**src/stn_pkg.sv**
```systemverilog
// shared constants for the passive-matrix panel row input link
package stn_pkg;
    localparam int DATA_W        = 8;    // pixel_data_bus width
    localparam int DRIVER_BITS   = 240;  // bits per column driver chip
    localparam int NUM_DRIVERS   = 4;    // 960 sub-pixels / 240
    localparam int ROW_BITS      = DRIVER_BITS * NUM_DRIVERS;
    localparam int CLKS_PER_DRV  = DRIVER_BITS / DATA_W;   // 30
    localparam int CLKS_PER_ROW  = ROW_BITS / DATA_W;      // 120
    localparam int NUM_ROWS      = 240;
    localparam int ROW_W         = 8;    // row counter width
    localparam int CNT_W         = 7;    // shift counter width
    localparam int DRV_W         = 2;    // driver select width
    localparam int CLK_MHZ       = 200;
    // shift clock half period, latch pulse width (ns)
    localparam int SHIFT_HALF_NS = 50;
    localparam int LATCH_HIGH_NS = 200;
    localparam int SHIFT_HALF_CYC = (SHIFT_HALF_NS * CLK_MHZ + 999) / 1000;
    localparam int LATCH_HIGH_CYC = (LATCH_HIGH_NS * CLK_MHZ + 999) / 1000;
endpackage

```
**src/stn_link_if.sv**
```systemverilog
// link wires between panel controller and panel input logic
`timescale 1ns/1ps
interface stn_link_if;
    import stn_pkg::*;
    logic              shift_clock;
    logic              row_latch_pulse;
    logic              frame_scan_start;
    logic              frame_polarity;
    logic [DATA_W-1:0] pixel_data_bus;
    modport ctrl  (output shift_clock, output row_latch_pulse,
                   output frame_scan_start, output frame_polarity,
                   output pixel_data_bus);
    modport panel (input shift_clock, input row_latch_pulse,
                   input frame_scan_start, input frame_polarity,
                   input pixel_data_bus);
endinterface

```
**src/stn_panel_input.sv**
```systemverilog
// panel end: column drivers, row latch and scan logic
`timescale 1ns/1ps
// Overview of operation
// - each driver: 240-bit shift, latch, outputs
// - eight bits per shift clock, left first
// - controller drives eight data lines
// - row latched on latch pulse falling edge
// - next row shifts while current shown
// - 240 rows per frame, then wrap
// - frame start coincides with first latch
// - polarity toggles once per frame
// - select passes right every 30 clocks
// - only selected driver takes data
// - controller streams continuously, no frame store
// - latch pulses at equal intervals
// - one-in-240 duty single scan line
module stn_panel_input #(
    parameter int NDRV = stn_pkg::NUM_DRIVERS
) (
    // clock and reset
    input  wire logic                         clk,
    input  wire logic                         sys_rst,
    // link
    stn_link_if.panel                         link,
    // column electrode drive
    output logic [stn_pkg::ROW_BITS-1:0]      column_drive,
    output logic                              drive_polarity,
    // row scan electrode select
    output logic [stn_pkg::NUM_ROWS-1:0]      row_scan_driver
);
    import stn_pkg::*;

    // width of the resampled control pin group
    localparam int SYNC_W = 4;
    // width of the per-driver shift clock counter
    localparam int SUB_W  = $clog2(CLKS_PER_DRV);
    // bit positions of the control pins in the resampled group:
    // shift clock, latch pulse, frame start, polarity
    localparam int PIN_SCK = 0;
    localparam int PIN_LP  = 1;
    localparam int PIN_YD  = 2;
    localparam int PIN_POL = 3;

    // ************************************************************
    // pin synchronisers and edge detection
    // ************************************************************
    // the link arrives from another chip, so every pin is resampled
    // twice before any logic reads it; the third control stage only
    // feeds the edge detectors. data and control pass the same depth,
    // so the byte in d2 is the one that stood on the bus when the
    // shift clock edge was seen. a multi-bit bus sampled this way is
    // only safe because the controller holds it for many clock cycles
    // after each shift clock rise; it changes in the same cycle as the rise.
    logic [SYNC_W-1:0] s1_reg, s2_reg, s3_reg;
    logic [DATA_W-1:0] d1_reg, d2_reg;
    wire  [SYNC_W-1:0] pin_raw;

    // control pins gathered in their fixed order; one bit per pin so
    // a new pin needs a position, a line here and a larger SYNC_W
    assign pin_raw[PIN_SCK] = link.shift_clock;
    assign pin_raw[PIN_LP]  = link.row_latch_pulse;
    assign pin_raw[PIN_YD]  = link.frame_scan_start;
    assign pin_raw[PIN_POL] = link.frame_polarity;

    // control stages start at the idle low level of the pins, so no
    // false edge can be seen in the first cycles after reset
    always_ff @(posedge clk) begin
        if (sys_rst) begin
            s1_reg <= '0;
            s2_reg <= '0;
            s3_reg <= '0;
        end else begin
            s1_reg <= pin_raw;
            s2_reg <= s1_reg;
            s3_reg <= s2_reg;
        end
    end

    // data stages need no reset: bytes are only taken on a clock edge
    always_ff @(posedge clk) begin
        d1_reg <= link.pixel_data_bus;
        d2_reg <= d1_reg;
    end

    // edges and levels of the resampled control pins. a pin change
    // is acted on three clock cycles after it appears, and all pins
    // share that delay, so their relative order is kept.
    wire sck_rise = s2_reg[PIN_SCK] & ~s3_reg[PIN_SCK];
    wire lp_fall  = ~s2_reg[PIN_LP] & s3_reg[PIN_LP];
    wire yd_now   = s2_reg[PIN_YD];
    wire pol_now  = s2_reg[PIN_POL];

    // ************************************************************
    // chip select ripple
    // ************************************************************
    // one counter of shift clocks per driver and one select index;
    // both restart on every latch so a row always begins at the
    // leftmost driver, even after a short or cut row. surplus clocks
    // beyond a full row stay on the rightmost driver and shift it.
    logic [DRV_W-1:0] sel_reg;
    logic [SUB_W-1:0] sub_reg;
    wire              sub_last;
    wire              sel_last;
    wire [DRV_W-1:0]  sel_next;
    wire [SUB_W-1:0]  sub_next;

    // next select and counter values
    assign sub_last = (sub_reg == SUB_W'(CLKS_PER_DRV - 1));
    // sel_last keeps the index from running past the last driver
    assign sel_last = (sel_reg == DRV_W'(NDRV - 1));
    assign sel_next = (sub_last && !sel_last) ? sel_reg + DRV_W'(1)
                                              : sel_reg;
    // counter wraps after the last clock of a driver
    assign sub_next = sub_last ? '0 : sub_reg + SUB_W'(1);

    always_ff @(posedge clk) begin
        if (sys_rst || lp_fall) begin
            sel_reg <= '0;
            sub_reg <= '0;
        end else if (sck_rise) begin
            sel_reg <= sel_next;
            sub_reg <= sub_next;
        end
    end

    // ************************************************************
    // column drivers
    // ************************************************************
    // each driver keeps its own shift register and latch. the shift
    // registers carry no reset: a full row rewrites every byte before
    // the next latch, so whatever they held at power-up never reaches
    // the column outputs. the latches are reset so the panel shows a
    // blank row until the first latch pulse ends.
    // byte k of a row lands in driver k/30; the first byte of a
    // driver ends in its top eight bits, bit 7 being leftmost.
    wire [ROW_BITS-1:0] latch_all;

    genvar g;
    generate
        for (g = 0; g < NDRV; g++) begin : drv
            logic [DRIVER_BITS-1:0] shift_reg;
            logic [DRIVER_BITS-1:0] latch_reg;
            wire                    en;
            wire [DRIVER_BITS-1:0]  shift_next;
            assign en = sck_rise && (sel_reg == DRV_W'(g));
            assign shift_next = {shift_reg[DRIVER_BITS-DATA_W-1:0],
                                 d2_reg};
            always_ff @(posedge clk) begin
                if (en)
                    shift_reg <= shift_next;
            end
            always_ff @(posedge clk) begin
                if (sys_rst)
                    latch_reg <= '0;
                else if (lp_fall)
                    latch_reg <= shift_reg;
            end
            // leftmost driver in top bits
            assign latch_all[ROW_BITS-1-g*DRIVER_BITS -: DRIVER_BITS] =
                latch_reg;
        end
    endgenerate

    // one register stage drives all column outputs together; they
    // change only here, one cycle after the latches
    always_ff @(posedge clk) begin
        column_drive <= latch_all;
    end

    // ************************************************************
    // row scan
    // ************************************************************
    // the scan line is one-hot and moves by one on each latch. the
    // frame start level, seen when the latch pulse ends, puts the
    // line back on the top row; without it the line wraps from the
    // bottom row to the top by itself. polarity is taken at the same
    // instant so the drive inverts exactly at the frame boundary.
    // until the first frame start no scan line is active, so a
    // half-loaded first frame never shows.
    wire [NUM_ROWS-1:0] scan_top;
    wire [NUM_ROWS-1:0] scan_rot;
    wire [NUM_ROWS-1:0] scan_next;

    assign scan_top  = NUM_ROWS'(1);
    assign scan_rot  = {row_scan_driver[NUM_ROWS-2:0],
                        row_scan_driver[NUM_ROWS-1]};
    assign scan_next = yd_now ? scan_top : scan_rot;

    always_ff @(posedge clk) begin
        if (sys_rst) begin
            row_scan_driver <= '0;
            drive_polarity  <= 1'b0;
        end else if (lp_fall) begin
            row_scan_driver <= scan_next;
            drive_polarity  <= pol_now;
        end
    end
endmodule

```
**src/flat_wrapper.sv**
```systemverilog
// flat-port wrapper written by rule: the top's interface ports become plain ports
module stn_panel_input_flat import stn_pkg::*;
#(
    parameter int NDRV = stn_pkg::NUM_DRIVERS
)
  (clk, sys_rst, column_drive, drive_polarity, row_scan_driver, link_shift_clock, link_row_latch_pulse, link_frame_scan_start, link_frame_polarity, link_pixel_data_bus);
  stn_link_if link_i ();
  input  wire logic clk;
  input  wire logic sys_rst;
  output logic [stn_pkg::ROW_BITS-1:0] column_drive;
  output logic drive_polarity;
  output logic [stn_pkg::NUM_ROWS-1:0] row_scan_driver;
  input wire logic [$bits(link_i.shift_clock)-1:0] link_shift_clock;
  input wire logic [$bits(link_i.row_latch_pulse)-1:0] link_row_latch_pulse;
  input wire logic [$bits(link_i.frame_scan_start)-1:0] link_frame_scan_start;
  input wire logic [$bits(link_i.frame_polarity)-1:0] link_frame_polarity;
  input wire logic [$bits(link_i.pixel_data_bus)-1:0] link_pixel_data_bus;
  assign link_i.shift_clock = link_shift_clock;
  assign link_i.row_latch_pulse = link_row_latch_pulse;
  assign link_i.frame_scan_start = link_frame_scan_start;
  assign link_i.frame_polarity = link_frame_polarity;
  assign link_i.pixel_data_bus = link_pixel_data_bus;
  stn_panel_input #(.NDRV(NDRV)) u_core (.clk(clk), .sys_rst(sys_rst), .link(link_i), .column_drive(column_drive), .drive_polarity(drive_polarity), .row_scan_driver(row_scan_driver));
endmodule
```
**config.mk**
```make
export PLATFORM = sky130hd
export DESIGN_NAME = stn_panel_input_flat
export DESIGN_NICKNAME = d
export VERILOG_FILES = /design/src/stn_pkg.sv /design/src/stn_link_if.sv /design/src/stn_panel_input.sv /design/src/flat_wrapper.sv
export SDC_FILE = /design/constraint.sdc
export NUM_CORES = 2
export LEC_CHECK = 0
export CELL_PAD_IN_SITES_DETAIL_PLACEMENT = 0
export CELL_PAD_IN_SITES_GLOBAL_PLACEMENT = 1
export CORE_AREA = 5 5 470 472
export CTS_CLUSTER_DIAMETER = 50
export DETAILED_ROUTE_END_ITERATION = 16
export DIE_AREA = 0 0 475 477
export DONT_BUFFER_PORTS = 1
export GPL_TIMING_DRIVEN = 1
export HOLD_SLACK_MARGIN = 0.06
export PLACE_DENSITY = 0.73
export SETUP_SLACK_MARGIN = 0.5
export SYNTH_ARGS = -nofsm -noshare
export SYNTH_HDL_FRONTEND = slang
export SYNTH_SLANG_ARGS = --single-unit
```
**constraint.sdc**
```tcl
create_clock -name clk -period 7.1 [get_ports clk]
set_input_delay 0.71 -clock clk [delete_from_list [all_inputs] [get_ports clk]]
set_output_delay 0.71 -clock clk [all_outputs]
set_load 0.01 [all_outputs]
```
======== After elaboration in Yosys (flattened, before gate mapping) ========
Index checks and enable logic that the tools add are counted.
operators by class
  add/sub/neg operators ................... 2
  equality and inequality tests ........... 4
  mux-type cells .......................... 2
  bitwise gates (word level) .............. 4
  reductions and logical operators ........ 9
operators by type and width
  operator             count
  $mux 240             1
  $add 5x1->5 const B  1
  $eq 5x5->1 const B   1
  $logic_and 1x1->1    5
  $mux 5               1
  $eq 2x2->1 const B   2
  $add 2x1->2 const B  1
  $and 1x1->1          2
  $eq 2x1->1 const B   1
  $logic_not 2->1      1
  $not 1->1            2
  $reduce_and 2->1     1
  $logic_not 1->1      1
  $logic_or 1x1->1     1
storage, ports and cells
  bits in registers ....................... 3154
  bits of input ports ..................... 14
  output and inout bits ................... 1201
  logic and storage cells ................. 39

======== Depth between registers and ports, before layout ========
  depth in word-level cells ............... 4
  gate-level depth with buffers ........... 7
  depth with buffers taken out ............ 4

======== Least setup slack after synthesis ========
Ideal clock, no wire load.
  kind .................................... flip-flop to flip-flop
  from .................................... register u_core.s2_reg[0]
  to ...................................... register u_core.drv[3].shift_reg[0], enable pin
  data arrival time ....................... 6.197 ns
  required time ........................... 6.469 ns
  path slack .............................. 0.271 ns
  cell stages (with the launch flop) ...... 3
  clock period less this slack ............ 6.829 ns
  path through ............................ dfxtp_1 -> nor2b_1 -> and2_1
between the ends
  longest elaborated chain between the ends .. 2
ends and longest elaborated chain
  item                      RTL line                text
  start: declaration        stn_panel_input.sv:54   logic [SYNC_W-1:0] s1_reg, s2_reg, s3_reg;
  start signal: assignment  stn_panel_input.sv:74   s2_reg <= s1_reg;
  $and 1x1->1               stn_panel_input.sv:88   wire sck_rise = s2_reg[PIN_SCK] & ~s3_reg[PIN_SCK];
  $logic_and 1x1->1         stn_panel_input.sv:145  assign en = sck_rise && (sel_reg == DRV_W'(g));
  net u_core.drv[3].en      stn_panel_input.sv:143  wire en;
  end signal: assignment    stn_panel_input.sv:150  shift_reg <= shift_next;
  end: declaration          stn_panel_input.sv:141  logic [DRIVER_BITS-1:0] shift_reg;
The timed path passes the listed nets, and every way through them passes these cells.
A chain may end at the register's enable or synchronous reset.

======== Final worst setup path ========
  from .................................... register u_core.s3_reg[1]
  to ...................................... register u_core.drv[1].latch_reg[35]
between the ends
  longest elaborated chain between the ends .. 1
ends and longest elaborated chain
  item                      RTL line                text
  start: declaration        stn_panel_input.sv:54
  start signal: assignment  stn_panel_input.sv:75   s3_reg <= s2_reg;
  $and 1x1->1               stn_panel_input.sv:89   wire lp_fall = ~s2_reg[PIN_LP] & s3_reg[PIN_LP];
  end signal: assignment    stn_panel_input.sv:156  latch_reg <= shift_reg;
  end: declaration          stn_panel_input.sv:142  logic [DRIVER_BITS-1:0] latch_reg;
Every way passes these cells.

==> qor.txt <==
Status: completed
Power per cell area: 345.7 mW/mm^2
Root buffer cell: clkbuf_16
Total of max-cap violations: 0
Wire per inst: 22.34 um
Vias per cell: 4.941
Grt ovf: 0
Gpl congestion: 0.8228
Max clock buf depth: 4
Most frequent cell after synthesis: dfxtp_1
IO Pins: 1215
Ys flop type: dfxtp_1
Final Critical Period: 3.245 ns
Core ar.: 0.2161 mm^2
Critical Path Start Type: register
Peak supply drop: 0.0002371 V
RSZ-0062 raised after global routing: false
Num rows: 171
Cell count after synthesis: 7237
Worst EP arrival: 4.13 ns
Setup Skew: 0.09048 ns
CP Max Fanout: 193
# port buffers: 0
Initial antenna violation count: 16
Final Cycle Share: 45.70%
Full die area: 0.2266 mm^2
Post-Syn Area: 0.09106 mm^2
Die Span Y: 477 um
Final setup violation count: 0
Worst min-delay path class: in -> reg
Worst-Margin Slew: 1.366 ns
Netlist cell types: 29
Clk sink count: 3154
Slew headroom: 8.905%
Post-CTS Setup Inserts: 0
Clk pin slew, worst setup/hold paths: 0.06 ns
Register area: 0.07275 mm^2
Synth cell count leaders: dfxtp_1, nand2_1, a21oi_1
Sequential area share after synthesis: 79.90%
Final Hold Fails: 0
Lkg Pwr: 35.70 nW
Overall power: 36.37 mW
DP HPWL: 145.0 mm
Ranking of synthesized cells by area: dfxtp_1, edfxtp_1, nand2_1
First-pass GRT wire length: 330.8 mm
Largest net degree at the start of global routing: 839
Post-synth top area cell: dfxtp_1
Layout cells sized above 1: 7.484%
H-tree depth: 5
Remaining antenna violation count after routing: 0
Seq cells post-synth: 3154
Vias after detailed routing: 51410
CTS tree: done
Post-placement cell area: 0.09311 mm^2
Worst Path Required: 7.98 ns
Syn nets: 7257
Critical path type: reg -> reg
# DRC: 0
Final Cell Area: 0.1052 mm^2
GRT Total Usage: 19.44%
First DRT Iteration DRCs: 4000
Cts bufs inserted: 334
Nets: 7308
Clock latency on the worst-skew pair: 0.95 ns
Yosys Warn Count: 0
Total Wirelength: 232.4 mm
FILL cells: 18750
First-pass iteration count of the detailed router: 5
Post-synth top area share: 48.24%
Number of synthesized flops with an enable pin: 960
Fin util: 48.68%
DIE WIDTH: 475 um
Area added between synthesis and finish: 15.53%
Kind of end point of the critical path: register
Starting Density: 42.14%
Avg Cell Area, Syn: 12.58 um^2
Max Clk Rate: 308.2 MHz
Area taken by multi-input logic gates: 0.01630 mm^2
Setup TNS: 0 ns
Async SR Flop Fraction: 0%
Slew Viols, Final: 0
Vias in the first global route: 49660
==> critical path: stages (launching register included) <==
cell           delay [ns]
dfxtp_1              0.38
nor2b_4              0.78
buf_4                0.35
buf_12               0.58
nand2_1              0.15
a21oi_1              0.17
dlygate4sd3_1        0.56
==> placed cells by master (no fill, tap or decap), types with 2 or more instances in the layout <==
cell type	n
dfxtp_1	2193
nand2_1	2161
a21oi_1	1202
edfxtp_1	960
clkbuf_16	344
nand3b_1	240
dlygate4sd3_1	101
clkinv_2	59
clkbuf_1	53
clkbuf_8	48
clkinv_1	31
buf_4	20
bufinv_16	18
buf_12	17
nor2b_1	11
inv_6	9
inv_8	8
clkinvlp_4	8
clkinv_8	7
ha_1	6
inv_4	6
buf_16	6
inv_1	4
and2_4	4
nor2_1	4
nor3_1	4
clkinv_4	4
nand3_1	3
diode_2	2
and4b_1	2
==> per-stage QoR <==
step           hold slack [ns]  worst slack [ns]  cells
2_1_floorplan           0.3096             2.944   7237
3_3_place_gp            0.3100             4.142   9698
3_5_place_dp            0.3121             4.129   9698
4_1_cts                 0.1146             3.840  10400
5_1_grt                 0.1004             3.612  10400
6_report                0.1684             3.855  10410
==> power breakdown <==
group	internal [mW]	leakage, nW	switching (mW)	total, mW
combinational	0.118	3.91	0.325	0.443
clock	10.1	5.38	6.91	17.0
sequential	18.7	26.4	0.237	19.0
==> path summary, 6_finish.rpt <==
path | end | startpoint | cells past startpoint | slack (ns)
setup / recovery | u_core.drv[1].latch_reg[35] | u_core.s3_reg[1] | 6 | 3.86
hold / removal | u_core.sub_reg[0] | sys_rst | 2 | 0.17
setup reg to reg | u_core.drv[1].latch_reg[35] | u_core.s3_reg[1] | 6 | 3.86
hold reg to reg | u_core.d2_reg[1] | u_core.d1_reg[1] | 0 | 0.28
==> kinds of logic after synthesis <==
kind of cell / count (synthesis) / share of synthesized area [%]
xor+xnor: 2 / 0.01924
simple gates: 2434 / 11.10
compound gates: 1206 / 6.648
fa+ha+maj: 6 / 0.08244
flops: 3154 / 79.90
buf+inv: 433 / 2.230
mux: 2 / 0.02336
==> per-layer routing <==
metal	up-vias	part of all wire, %	global-route usage (%)	wire, um
met5	-	0.0047	0	11
met4	2	5.1	9.575	11750
met3	428	13	10.60	29160
met2	1743	46	30.73	107600
met1	24920	36	21.18	83950
li1	24320	-	-	-
==> layout make-up <==
| class | instances | share of cell area [%] |
|---|---|---|
| inverter | 4 | 0.01427 |
| tap | 2854 | 3.395 |
| clock buffer | 445 | 9.000 |
| clock inverter | 152 | 1.348 |
| antenna | 2 | 0.004758 |
| multi-input combinational | 3650 | 15.50 |
| sequential | 3154 | 69.16 |
| timing repair buffer | 144 | 1.584 |
==> what timing repair did <==
action                                  in CTS  in global routing
gates resized for setup                      0                  0
endpoints found under the setup margin       0                  0
hold endpoints to repair                   470                 49
hold buffers                               103                  1
No activity file was read; power rests on OpenSTA's default activity.
